$ cat config.mk
export PLATFORM = sky130hd
export DESIGN_NAME = mae_exec
export DESIGN_NICKNAME = d
export VERILOG_FILES = /design/src/hdl/mae_pkg.sv /design/src/hdl/mae_exec.sv
export SDC_FILE = /design/constraint.sdc
export NUM_CORES = 1
export LEC_CHECK = 0
export BUFFER_PORTS_ARGS = -buffer_cell sky130_fd_sc_hd__buf_2
export CORE_MARGIN = 2
export CORE_UTILIZATION = 55
export DETAILED_ROUTE_END_ITERATION = 8
export PLACE_DENSITY = 0.84
export SKIP_CTS_REPAIR_TIMING = 1
export SYNTH_ARGS = -nofsm -noshare
export SYNTH_HDL_FRONTEND = slang
export SYNTH_SLANG_ARGS = --single-unit
$ cat constraint.sdc
create_clock -name clk_sys_i -period 10.6 [get_ports clk_sys_i]
set_input_delay 0.53 -clock clk_sys_i [delete_from_list [all_inputs] [get_ports clk_sys_i]]
set_output_delay 0.53 -clock clk_sys_i [all_outputs]
set_load 0.005 [all_outputs]
$ cat src/hdl/mae_pkg.sv
/*
  Shared constants and types for the arithmetic and logic execution unit.
  Assumes a decoder upstream that hands over one decoded instruction at a time.
*/
package mae_pkg;

  // Data and address widths
  localparam int DW = 8;
  localparam int AW = 16;

  // Operations carried out by the unit
  typedef enum logic [4:0] {
    OP_ADD, OP_ADD_WITH_CARRY, OP_SUBTRACT_WITH_BORROW, OP_INC, OP_STEP_DOWN, OP_INC_DP,
    OP_TIMES_OP, OP_DIV, OP_DECIMAL_ADJUST, OP_BITWISE_AND, OP_BITWISE_OR, OP_BITWISE_XOR,
    OP_ZERO_ACC, OP_INVERT_ACC, OP_ROTATE_LEFT, OP_ROTATE_LEFT_THROUGH_CARRY, OP_ROTATE_RIGHT,
    OP_ROTATE_RIGHT_THROUGH_CARRY, OP_SWAP, OP_CODE_RD, OP_BIT_RD
  } mae_op_t;

  // Operand addressing modes
  typedef enum logic [3:0] {
    AM_REG, AM_DIR, AM_IND, AM_IMM, AM_ACC, AM_DIR_A, AM_DIR_IMM, AM_IND_DP, AM_IDX, AM_BIT
  } mae_mode_t;

  // Address space driven on the memory port
  typedef enum logic [1:0] {SP_IRAM, SP_XRAM, SP_CODE} mae_space_t;

  // One decoded instruction
  typedef struct packed {
    mae_op_t   op;
    mae_mode_t mode;
    logic [2:0] ridx;
    logic [7:0] arg1;
    logic [7:0] arg2;
  } mae_instr_t;

  // Program status flags
  typedef struct packed {
    logic cy;
    logic ac;
    logic ov;
  } mae_flags_t;

  // Load port into the working register banks
  typedef struct packed {
    logic       we;
    logic [4:0] idx;
    logic [7:0] data;
  } mae_regwr_t;

  // Reset values
  localparam logic [7:0]  ACC_RST = 8'h00;
  localparam logic [15:0] DP_RST  = 16'h0000;

  // Bit space layout: low half in RAM bytes from this base, high half in registers at addresses that are multiples of eight
  localparam logic [7:0] BIT_RAM_BASE = 8'h20;
  localparam logic [7:0] BIT_SFR_MASK = 8'hf8;
  localparam logic [1:0] PTR_HI       = 2'h0;

  // Decimal adjust constants
  localparam logic [3:0] DA_NIB_MAX = 4'h9;
  localparam logic [8:0] DA_LO_ADJ  = 9'h006;
  localparam logic [8:0] DA_HI_ADJ  = 9'h060;

  // Cycle counts and byte lengths
  localparam logic [2:0] CYC_ONE   = 3'h1;
  localparam logic [2:0] CYC_TWO   = 3'h2;
  localparam logic [2:0] CYC_THREE = 3'h3;
  localparam logic [2:0] CYC_FIVE  = 3'h5;
  localparam logic [2:0] CYC_SIX   = 3'h6;
  localparam logic [1:0] LEN_ONE   = 2'h1;
  localparam logic [1:0] LEN_TWO   = 2'h2;
  localparam logic [1:0] LEN_THREE = 2'h3;

endpackage

$ cat src/hdl/mae_exec.sv
/*
  Arithmetic and logic execution unit of an 8-bit core: accumulator, B, flags,
  data pointer, four banks of eight working registers and the memory operand port.
  Assumes the memory answers on mem_rd_i in the cycle its address is presented.
*/
// Functional notes
// - Direct mode uses the 8-bit instruction address, internal RAM and registers only.
// - Indirect mode takes an 8-bit address from a pointer register or 16-bit pointer.
// - Register mode picks one of eight registers in the selected bank.
// - Indexed mode only reads program memory at data pointer plus accumulator.
// - Bit mode picks one bit out of 256 addressable bits.
// - Immediate operands come straight from the instruction bytes.
// - Register-specific forms act on the implied accumulator.
// - Add, add with carry, subtract: 1/1, 2/2, 1/2, 2/2 bytes/cycles.
// - Subtract takes source and borrow off the accumulator.
// - Increment/decrement: acc 1, reg 2, direct 3, indirect 3 cycles; pointer 1.
// - Multiply accumulator by B: one byte, two cycles.
// - Divide takes six cycles, decimal adjust three; both one byte.
// - AND, OR, XOR act independently on each bit.
// - Logic into accumulator: same byte and cycle figures as the adds.
// - Logic into direct byte: three cycles; acc source 2 bytes, immediate 3.
// - Rotates, clear and complement of the accumulator take one cycle.
// - Nibble swap of the accumulator in one cycle.
// - Core held in reset while the reset pin is low; pin pulled up.
`timescale 1ns/1ns
module mae_exec (
  input  wire logic                 clk_sys_i,
  input  wire logic                 rst_i,
  input  wire logic                 external_reset_pin_n_i,
  input  wire logic                 start_i,
  input  wire mae_pkg::mae_instr_t  instr_i,
  input  wire logic [1:0]           bank_sel_i,
  input  wire mae_pkg::mae_regwr_t  regwr_i,
  input  wire logic [7:0]           mem_rd_i,
  output logic [15:0]               mem_addr_o,
  output mae_pkg::mae_space_t       mem_space_o,
  output logic                      mem_re_o,
  output logic                      mem_we_o,
  output logic [7:0]                mem_wdata_o,
  output logic [7:0]                acc_o,
  output logic [7:0]                b_o,
  output mae_pkg::mae_flags_t       flags_o,
  output logic [15:0]               data_pointer_o,
  output logic                      bit_o,
  output logic                      busy_o,
  output logic                      done_o,
  output logic [1:0]                len_o
);
  import mae_pkg::*;

  logic              rst_c;
  logic [7:0]        regs_q [32];
  mae_instr_t        ins_q;
  logic [1:0]        bank_q;
  logic [2:0]        cnt_q;
  logic              first_q;
  logic [7:0]        opnd_q;
  logic              take;
  logic              commit;
  logic [7:0]        rval;
  logic [7:0]        src;
  logic [7:0]        tgt;
  logic [7:0]        acc_d;
  logic [7:0]        b_d;
  mae_flags_t        fl_d;
  logic [7:0]        res;
  logic              mem_wr;
  logic              reg_wr;
  logic [15:0]       addr_d;
  mae_space_t        space_d;
  logic              re_d;
  logic [8:0]        sum9;
  logic [4:0]        nib5;
  logic [7:0]        low8;
  logic [15:0]       prod;
  logic [8:0]        da9;
  logic [7:0]        bbyte;

  ////////////////////////////////////////////////////////////////////////////
  // Reset and cycle/length tables

  // Pin low holds the core; the pull-up sits in the pad
  assign rst_c = rst_i | ~external_reset_pin_n_i;

  // Cycle count of one instruction
  function automatic logic [2:0] cyc_of(input mae_instr_t i);
    case (i.op)
      OP_INC, OP_STEP_DOWN: begin
        cyc_of = (i.mode == AM_ACC) ? CYC_ONE : (i.mode == AM_REG) ? CYC_TWO : CYC_THREE;
      end
      OP_INC_DP, OP_ZERO_ACC, OP_INVERT_ACC, OP_ROTATE_LEFT, OP_ROTATE_LEFT_THROUGH_CARRY,
      OP_ROTATE_RIGHT, OP_ROTATE_RIGHT_THROUGH_CARRY, OP_SWAP: cyc_of = CYC_ONE;
      OP_TIMES_OP:       cyc_of = CYC_TWO;
      OP_DIV:            cyc_of = CYC_SIX;
      OP_DECIMAL_ADJUST: cyc_of = CYC_THREE;
      OP_CODE_RD:        cyc_of = CYC_FIVE;
      OP_BIT_RD:         cyc_of = CYC_TWO;
      default: begin
        cyc_of = (i.mode == AM_DIR_A || i.mode == AM_DIR_IMM) ? CYC_THREE :
                 (i.mode == AM_REG) ? CYC_ONE : CYC_TWO;
      end
    endcase
  endfunction

  // Encoded byte length of one instruction
  function automatic logic [1:0] len_of(input mae_instr_t i);
    case (i.mode)
      AM_DIR, AM_IMM, AM_DIR_A, AM_BIT: len_of = LEN_TWO;
      AM_DIR_IMM:                       len_of = LEN_THREE;
      default:                          len_of = LEN_ONE;
    endcase
  endfunction

  ////////////////////////////////////////////////////////////////////////////
  // Sequencing

  assign take   = start_i & ~busy_o;
  assign commit = busy_o & (cnt_q == CYC_ONE);

  // Busy window of exactly the instruction's cycle count
  always_ff @(posedge clk_sys_i) begin
    if (rst_c) begin
      busy_o  <= 1'b0;
      done_o  <= 1'b0;
      cnt_q   <= CYC_ONE;
      first_q <= 1'b0;
      len_o   <= LEN_ONE;
    end else begin
      done_o  <= commit;
      first_q <= take;
      if (take) begin
        busy_o <= 1'b1;
        cnt_q  <= cyc_of(instr_i);
        len_o  <= len_of(instr_i);
      end else if (commit) begin
        busy_o <= 1'b0;
      end else if (busy_o) begin
        cnt_q <= cnt_q - CYC_ONE;
      end
    end
  end

  // Instruction latch
  always_ff @(posedge clk_sys_i) begin
    if (rst_c) begin
      ins_q  <= '0;
      bank_q <= 2'h0;
    end else if (take) begin
      ins_q  <= instr_i;
      bank_q <= bank_sel_i;
    end
  end

  ////////////////////////////////////////////////////////////////////////////
  // Operand address generation

  // Memory address formed from the incoming instruction
  always_comb begin
    addr_d  = 16'h0000;
    space_d = SP_IRAM;
    re_d    = 1'b1;
    bbyte   = instr_i.arg1[7] ? (instr_i.arg1 & BIT_SFR_MASK) : (BIT_RAM_BASE + {4'h0, instr_i.arg1[6:3]});
    case (instr_i.mode)
      AM_DIR, AM_DIR_A, AM_DIR_IMM: addr_d = {8'h00, instr_i.arg1};
      AM_IND:    addr_d = {8'h00, regs_q[{bank_sel_i, PTR_HI, instr_i.ridx[0]}]};
      AM_IND_DP: begin
        addr_d  = data_pointer_o;
        space_d = SP_XRAM;
      end
      AM_IDX: begin
        addr_d  = data_pointer_o + {8'h00, acc_o};
        space_d = SP_CODE;
      end
      AM_BIT:  addr_d = {8'h00, bbyte};
      default: re_d = 1'b0;
    endcase
  end

  // Memory port: address held for the instruction, write pulses at its end
  always_ff @(posedge clk_sys_i) begin
    if (rst_c) begin
      mem_addr_o  <= 16'h0000;
      mem_space_o <= SP_IRAM;
      mem_re_o    <= 1'b0;
      mem_we_o    <= 1'b0;
      mem_wdata_o <= 8'h00;
    end else begin
      mem_we_o <= commit & mem_wr;
      if (commit) begin
        mem_wdata_o <= res;
      end
      if (take) begin
        mem_addr_o  <= addr_d;
        mem_space_o <= space_d;
        mem_re_o    <= re_d;
      end else if (first_q) begin
        mem_re_o <= 1'b0;
      end
    end
  end

  // Memory operand captured one edge after the address
  always_ff @(posedge clk_sys_i) begin
    if (rst_c) begin
      opnd_q <= 8'h00;
    end else if (first_q) begin
      opnd_q <= mem_rd_i;
    end
  end

  ////////////////////////////////////////////////////////////////////////////
  // Execute

  // Operand selection and result computation
  always_comb begin
    rval   = regs_q[{bank_q, ins_q.ridx}];
    src    = (ins_q.mode == AM_REG) ? rval :
             (ins_q.mode == AM_IMM) ? ins_q.arg1 :
             (ins_q.mode == AM_DIR_IMM) ? ins_q.arg2 :
             (ins_q.mode == AM_DIR_A) ? acc_o : opnd_q;
    tgt    = (ins_q.mode == AM_REG) ? rval : (ins_q.mode == AM_ACC) ? acc_o : opnd_q;
    acc_d  = acc_o;
    b_d    = b_o;
    fl_d   = flags_o;
    res    = 8'h00;
    mem_wr = 1'b0;
    reg_wr = 1'b0;
    sum9   = 9'h000;
    nib5   = 5'h00;
    low8   = 8'h00;
    prod   = {8'h00, acc_o} * {8'h00, b_o};
    da9    = {1'b0, acc_o};
    case (ins_q.op)
      OP_ADD, OP_ADD_WITH_CARRY: begin
        sum9  = {1'b0, acc_o} + {1'b0, src} + {8'h00, (ins_q.op == OP_ADD_WITH_CARRY) & flags_o.cy};
        nib5  = {1'b0, acc_o[3:0]} + {1'b0, src[3:0]} + {4'h0, (ins_q.op == OP_ADD_WITH_CARRY) & flags_o.cy};
        low8  = {1'b0, acc_o[6:0]} + {1'b0, src[6:0]} + {7'h00, (ins_q.op == OP_ADD_WITH_CARRY) & flags_o.cy};
        acc_d = sum9[7:0];
        fl_d  = '{cy: sum9[8], ac: nib5[4], ov: sum9[8] ^ low8[7]};
      end
      OP_SUBTRACT_WITH_BORROW: begin
        sum9  = {1'b0, acc_o} - {1'b0, src} - {8'h00, flags_o.cy};
        nib5  = {1'b0, acc_o[3:0]} - {1'b0, src[3:0]} - {4'h0, flags_o.cy};
        acc_d = sum9[7:0];
        fl_d  = '{cy: sum9[8], ac: nib5[4], ov: (acc_o[7] ^ src[7]) & (acc_o[7] ^ sum9[7])};
      end
      OP_INC, OP_STEP_DOWN: begin
        res    = (ins_q.op == OP_INC) ? tgt + 8'h01 : tgt - 8'h01;
        acc_d  = (ins_q.mode == AM_ACC) ? res : acc_o;
        reg_wr = (ins_q.mode == AM_REG);
        mem_wr = (ins_q.mode == AM_DIR) || (ins_q.mode == AM_IND);
      end
      OP_TIMES_OP: begin
        acc_d   = prod[7:0];
        b_d     = prod[15:8];
        fl_d.cy = 1'b0;
        fl_d.ov = |prod[15:8];
      end
      OP_DIV: begin
        fl_d.cy = 1'b0;
        fl_d.ov = (b_o == 8'h00);
        if (b_o != 8'h00) begin
          acc_d = acc_o / b_o;
          b_d   = acc_o % b_o;
        end
      end
      OP_DECIMAL_ADJUST: begin
        if (acc_o[3:0] > DA_NIB_MAX || flags_o.ac) begin
          da9 = da9 + DA_LO_ADJ;
        end
        if (da9[7:4] > DA_NIB_MAX || flags_o.cy || da9[8]) begin
          da9 = {1'b0, da9[7:0]} + DA_HI_ADJ;
          fl_d.cy = 1'b1;
        end
        acc_d = da9[7:0];
      end
      OP_BITWISE_AND, OP_BITWISE_OR, OP_BITWISE_XOR: begin
        if (ins_q.mode == AM_DIR_A || ins_q.mode == AM_DIR_IMM) begin
          low8 = opnd_q;
        end else begin
          low8 = acc_o;
        end
        res = (ins_q.op == OP_BITWISE_AND) ? (low8 & src) :
              (ins_q.op == OP_BITWISE_OR) ? (low8 | src) : (low8 ^ src);
        mem_wr = (ins_q.mode == AM_DIR_A) || (ins_q.mode == AM_DIR_IMM);
        acc_d  = mem_wr ? acc_o : res;
      end
      OP_ZERO_ACC:      acc_d = 8'h00;
      OP_INVERT_ACC:    acc_d = ~acc_o;
      OP_ROTATE_LEFT:   acc_d = {acc_o[6:0], acc_o[7]};
      OP_ROTATE_RIGHT:  acc_d = {acc_o[0], acc_o[7:1]};
      OP_ROTATE_LEFT_THROUGH_CARRY: begin
        acc_d   = {acc_o[6:0], flags_o.cy};
        fl_d.cy = acc_o[7];
      end
      OP_ROTATE_RIGHT_THROUGH_CARRY: begin
        acc_d   = {flags_o.cy, acc_o[7:1]};
        fl_d.cy = acc_o[0];
      end
      OP_SWAP:    acc_d = {acc_o[3:0], acc_o[7:4]};
      OP_CODE_RD: acc_d = opnd_q;
      default:    acc_d = acc_o;
    endcase
  end

  // Accumulator, B and flags
  always_ff @(posedge clk_sys_i) begin
    if (rst_c) begin
      acc_o   <= ACC_RST;
      b_o     <= ACC_RST;
      flags_o <= '0;
    end else if (commit) begin
      acc_o   <= acc_d;
      b_o     <= b_d;
      flags_o <= fl_d;
    end
  end

  // Data pointer
  always_ff @(posedge clk_sys_i) begin
    if (rst_c) begin
      data_pointer_o <= DP_RST;
    end else if (commit && ins_q.op == OP_INC_DP) begin
      data_pointer_o <= data_pointer_o + 16'h0001;
    end
  end

  // Selected bit of the bit space
  always_ff @(posedge clk_sys_i) begin
    if (rst_c) begin
      bit_o <= 1'b0;
    end else if (commit && ins_q.op == OP_BIT_RD) begin
      bit_o <= opnd_q[ins_q.arg1[2:0]];
    end
  end

  // Working register banks; the core's own write wins over the load port
  always_ff @(posedge clk_sys_i) begin
    if (rst_c) begin
      for (int k = 0; k < 32; k++) begin
        regs_q[k] <= 8'h00;
      end
    end else if (commit && reg_wr) begin
      regs_q[{bank_q, ins_q.ridx}] <= res;
    end else if (regwr_i.we) begin
      regs_q[regwr_i.idx] <= regwr_i.data;
    end
  end

  ////////////////////////////////////////////////////////////////////////////
  // Assertions

  property p_add_reg;
    @(posedge clk_sys_i) disable iff (rst_c)
    take && instr_i.op == OP_ADD && instr_i.mode == AM_REG |=> !done_o ##1 done_o;
  endproperty
  a_add_reg: assert property (p_add_reg) else $error("register add not done in one cycle");

  property p_inc_dp;
    @(posedge clk_sys_i) disable iff (rst_c)
    take && instr_i.op == OP_INC_DP |=> ##1 done_o && data_pointer_o == $past(data_pointer_o, 2) + 16'h0001;
  endproperty
  a_inc_dp: assert property (p_inc_dp) else $error("pointer increment wrong");

  property p_mul;
    @(posedge clk_sys_i) disable iff (rst_c)
    take && instr_i.op == OP_TIMES_OP |=> !done_o [*2] ##1 done_o;
  endproperty
  a_mul: assert property (p_mul) else $error("multiply not two cycles");

  property p_div;
    @(posedge clk_sys_i) disable iff (rst_c)
    take && instr_i.op == OP_DIV |=> !done_o [*6] ##1 done_o;
  endproperty
  a_div: assert property (p_div) else $error("divide not six cycles");

  property p_swap;
    @(posedge clk_sys_i) disable iff (rst_c)
    take && instr_i.op == OP_SWAP |=> ##1 acc_o == {$past(acc_o[3:0], 2), $past(acc_o[7:4], 2)};
  endproperty
  a_swap: assert property (p_swap) else $error("nibble swap wrong");

  property p_xor_imm;
    @(posedge clk_sys_i) disable iff (rst_c)
    take && instr_i.op == OP_BITWISE_XOR && instr_i.mode == AM_IMM
      |=> ##2 done_o && acc_o == ($past(acc_o, 3) ^ $past(instr_i.arg1, 3));
  endproperty
  a_xor_imm: assert property (p_xor_imm) else $error("immediate xor wrong");

  property p_rotl;
    @(posedge clk_sys_i) disable iff (rst_c)
    take && instr_i.op == OP_ROTATE_LEFT |=> ##1 acc_o == {$past(acc_o[6:0], 2), $past(acc_o[7], 2)};
  endproperty
  a_rotl: assert property (p_rotl) else $error("rotate left wrong");

  property p_dir_addr;
    @(posedge clk_sys_i) disable iff (rst_c)
    take && instr_i.mode == AM_DIR |=> mem_addr_o == {8'h00, $past(instr_i.arg1)} && mem_space_o == SP_IRAM;
  endproperty
  a_dir_addr: assert property (p_dir_addr) else $error("direct address wrong");

  property p_log_dir;
    @(posedge clk_sys_i) disable iff (rst_c)
    take && instr_i.op == OP_BITWISE_AND && instr_i.mode == AM_DIR_A |=> !mem_we_o ##1 !mem_we_o ##1 !mem_we_o ##1 mem_we_o;
  endproperty
  a_log_dir: assert property (p_log_dir) else $error("direct logic write timing wrong");

  property p_pin_reset;
    @(posedge clk_sys_i) disable iff (rst_i)
    !external_reset_pin_n_i |=> !busy_o && acc_o == ACC_RST;
  endproperty
  a_pin_reset: assert property (p_pin_reset) else $error("pin low did not hold reset");

endmodule // mae_exec

==> metrics.md <==
| Metric | Value |
|---|---|
| Setup crit end kind | register |
| Area Growth Syn to Fin | 13.5% |
| Critical Path RT | 11.07 ns |
| Worst setup path class | reg2reg |
| Largest net degree at the start of global routing | 93 |
| Maximum vdd drop | 0.152 mV |
| CP max FO | 4 |
| EDFF count, synth | 256 |
| Max Slew Vio Count | 0 |
| Initial antenna violation count | 3 |
| Commonest cells after routing, fill and taps aside | 400 x nor2_1, 262 x nand2_1, 256 x edfxtp_1 |
| DRC errors left | 0 |
| Total Wirelength | 78,700 µm |
| DR vias | 21,200 |
| Pleak | 10.9 nW |
| Most Frequent Cell on Critical Path | a21oi_2 |
| Buffers on Ports | 123 |
| RSZ-0062 raised after global routing | true |
| Post-DRT Antenna Nets | 0 |
| Worst EP arrival | 10.98 ns |
| Synth top area share | 0.313 |
| Synthesized cell area | 24,600 µm² |
| Top cells by area, synth | edfxtp_1 31%, dfxtp_1 9.4%, mux4_2 8.2% |
| Post-Syn Nets | 2,721 |
| Final #Nets | 2,841 |
| Core box area | 44,200 µm² |
| Multi-input gate area | 14,000 µm² |
| CTS Buf Count | 39 |
| Worst path max stage delay | 0.51 ns |
| Status | complete, no violations |
| H-tree depth | 2 |
| TNS Setup | 0 ns |
| Yosys top cell by area | edfxtp_1 |
| CTS tree | yes |
| Wirelength per Cell | 24.4 µm |
| HPWL after detailed placement | 54,700 µm |
| Mean post-synth cell area | 9.88 µm² |
| Pwr Density | 141 nW/µm² |
| Crit path time final | 10.51 ns |
| Sink Count | 371 |
| Post-synthesis sequential area ratio | 0.406 |
| Max cap viols | 0 |
| Worst Tran Pin Value | 1.44 ns |
| Fmax | 95.1 MHz |
| Setup ws final | 0.0865 ns |
| Starting Density | 0.556 |
| Endpoints failing setup | 0 |
| Post-synthesis register bit count | 371 |
| IO Count | 124 |
| Async S/R FF share, synth | 0 |
| Commonest non-fill, non-tap cell in the layout | nor2_1 |
| Worst slack, placed | -0.477 ns |
| Global-route wire length before repair | 119,000 µm |
| Post-DR vias/cell | 6.56 |
| # rows | 77 |
| Register-to-register setup slack | 0.09 ns |
| Synth Instances | 2,489 |
| Ys flop type | edfxtp_1 |
| HP Class | in2reg |
| Setup crit start kind | register |
| CP max-delay cell | or4b_4 |
| Clk_skew | 0.0267 ns |
| Initial DRC Count | 3,126 |
| Placer Congestion | 0.975 |
| Vias in the first global route | 20,600 |
| Layout Utilization | 0.631 |
| All-Layer GR Usage | 0.332 |
| Clock root buffer | clkbuf_16 |
| Clock buffer depth | 3 |
| Skew-Pair Late Insertion Delay | 0.57 ns |
| Rel. slew slack | 0.0400 |
| Final global-route overflow total | 0 |
| Worst-path clk slew | 0.07 ns |
| Die Ht | 215 µm |
| Die Area | 46,400 µm² |
| Die W | 215 µm |
| Yosys warnings | 0 |
| Post-synth cell types | 88 |
| Detailed Routing Iterations Pass 1 | 7 |
| Period utilization | 0.992 |
| Proportion of layout cells with a drive suffix above 1 | 0.199 |
| FF+latch area | 10000 µm² |
| Hold Fails Final Rpt | 0 |
| Fillers | 3,430 |
[cell families after synthesis]
kind of cell	after synthesis	share of synthesized area
multiplexers	172	0.117
adder cells (fa/ha/maj)	176	0.103
AND/OR/NAND/NOR	953	0.179
flip-flops	371	0.406
AO/OA/AOI/OAI	468	0.125
buffers and inverters	277	0.0446
XOR/XNOR	72	0.0256
[worst max-delay path, delay by kind of cell (launching register included)]
kind | cells | cell delay, ns
flops | 1 | 0.34
mux | 5 | 1.41
xor+xnor | 1 | 0.10
buf+inv | 3 | 0.44
fa+ha+maj | 7 | 1.91
simple gates | 7 | 2.13
compound gates | 25 | 4.05
[cells in the mapped netlist, types with 7 or more instances]
master / number
a2111oi_0: 8
a211oi_1: 27
a21o_1: 18
a21oi_1: 137
a222oi_1: 7
a22o_1: 7
a22oi_1: 12
a31oi_1: 18
and2_1: 16
and3_1: 15
buf_1: 13
buf_2: 21
clkbuf_1: 119
dfxtp_1: 115
edfxtp_1: 256
fa_1: 43
ha_1: 133
inv_1: 116
mux2_2: 24
mux2i_1: 58
mux4_2: 90
nand2_1: 265
nand2b_1: 17
nand3_1: 47
nand3b_1: 12
nand4_1: 10
nor2_1: 403
nor2b_1: 28
nor3_1: 41
nor3_2: 31
nor3b_1: 9
nor4_1: 8
o211ai_1: 25
o21a_1: 22
o21ai_0: 84
o21ai_1: 11
o22ai_1: 7
o31ai_1: 7
or3_1: 15
xnor2_1: 41
xor2_1: 31
[cell type report]
class	count	area share
multi-input cells	1841	0.500
flip-flops and latches	371	0.358
repair buffers	236	0.0530
clock buffers	47	0.0371
well taps	592	0.0265
inverters	120	0.0161
clock inverters	23	0.00932
diodes	2	0.000179
[path summary, 6_finish.rpt]
| kind | cells after the start | start | endpoint |
|---|---|---|---|
| hold / removal | 3 | mem_rd_i[0] | opnd_q[0]$_SDFFE_PP0P_ |
| hold reg to reg | 2 | mem_space_o[1]$_SDFFE_PP0P_ | mem_space_o[1]$_SDFFE_PP0P_ |
| setup / recovery | 48 | b_o[5]$_SDFFE_PP0P_ | b_o[6]$_SDFFE_PP0P_ |
| setup reg to reg | 48 | b_o[5]$_SDFFE_PP0P_ | b_o[6]$_SDFFE_PP0P_ |
[through the flow]
| stage | area, µm² | total power, mW | instances | hold slack, ns |
|---|---|---|---|---|
| 2_1_floorplan | 24600 | 2.17 | 2489 | 0.437 |
| 3_3_place_gp | 26200 | 2.40 | 3141 | 0.440 |
| 3_5_place_dp | 26200 | 2.42 | 3141 | 0.445 |
| 4_1_cts | 27500 | 3.83 | 3211 | 0.202 |
| 5_1_grt | 27900 | 4.06 | 3230 | 0.228 |
| 6_report | 27900 | 3.94 | 3232 | 0.211 |
[layer usage]
metal,GRT usage,up-vias,share of wire
met5,0,-,0.00018
met4,0.178,2,0.061
met3,0.0703,341,0.11
met2,0.534,1468,0.47
met1,0.425,10100,0.36
li1,-,9255,-
[sequential cells by signal (all words and copies together), names as in the netlist, named ones only]
signal and cells:
mem_we_o 1, flags_o 3, ins_q 28, cnt_q 3, first_q 1, mem_wdata_o 8, len_o 2, busy_o 1
bit_o 1, acc_o 8, b_o 8, data_pointer_o 16, done_o 1, bank_q 2, regs_q 256, mem_re_o 1
opnd_q 8, mem_space_o 2, mem_addr_o 16
[report_power, final]
part | switching (mW) | internal (mW) | total, mW | leakage, nW
Combinational | 0.499 | 0.384 | 0.882 | 6.48
Clock | 0.606 | 0.825 | 1.43 | 0.629
Sequential | 0.0336 | 1.59 | 1.63 | 3.78
Total | 1.14 | 2.80 | 3.94 | 10.9
Note: power is estimated with default switching activity, not from simulation.
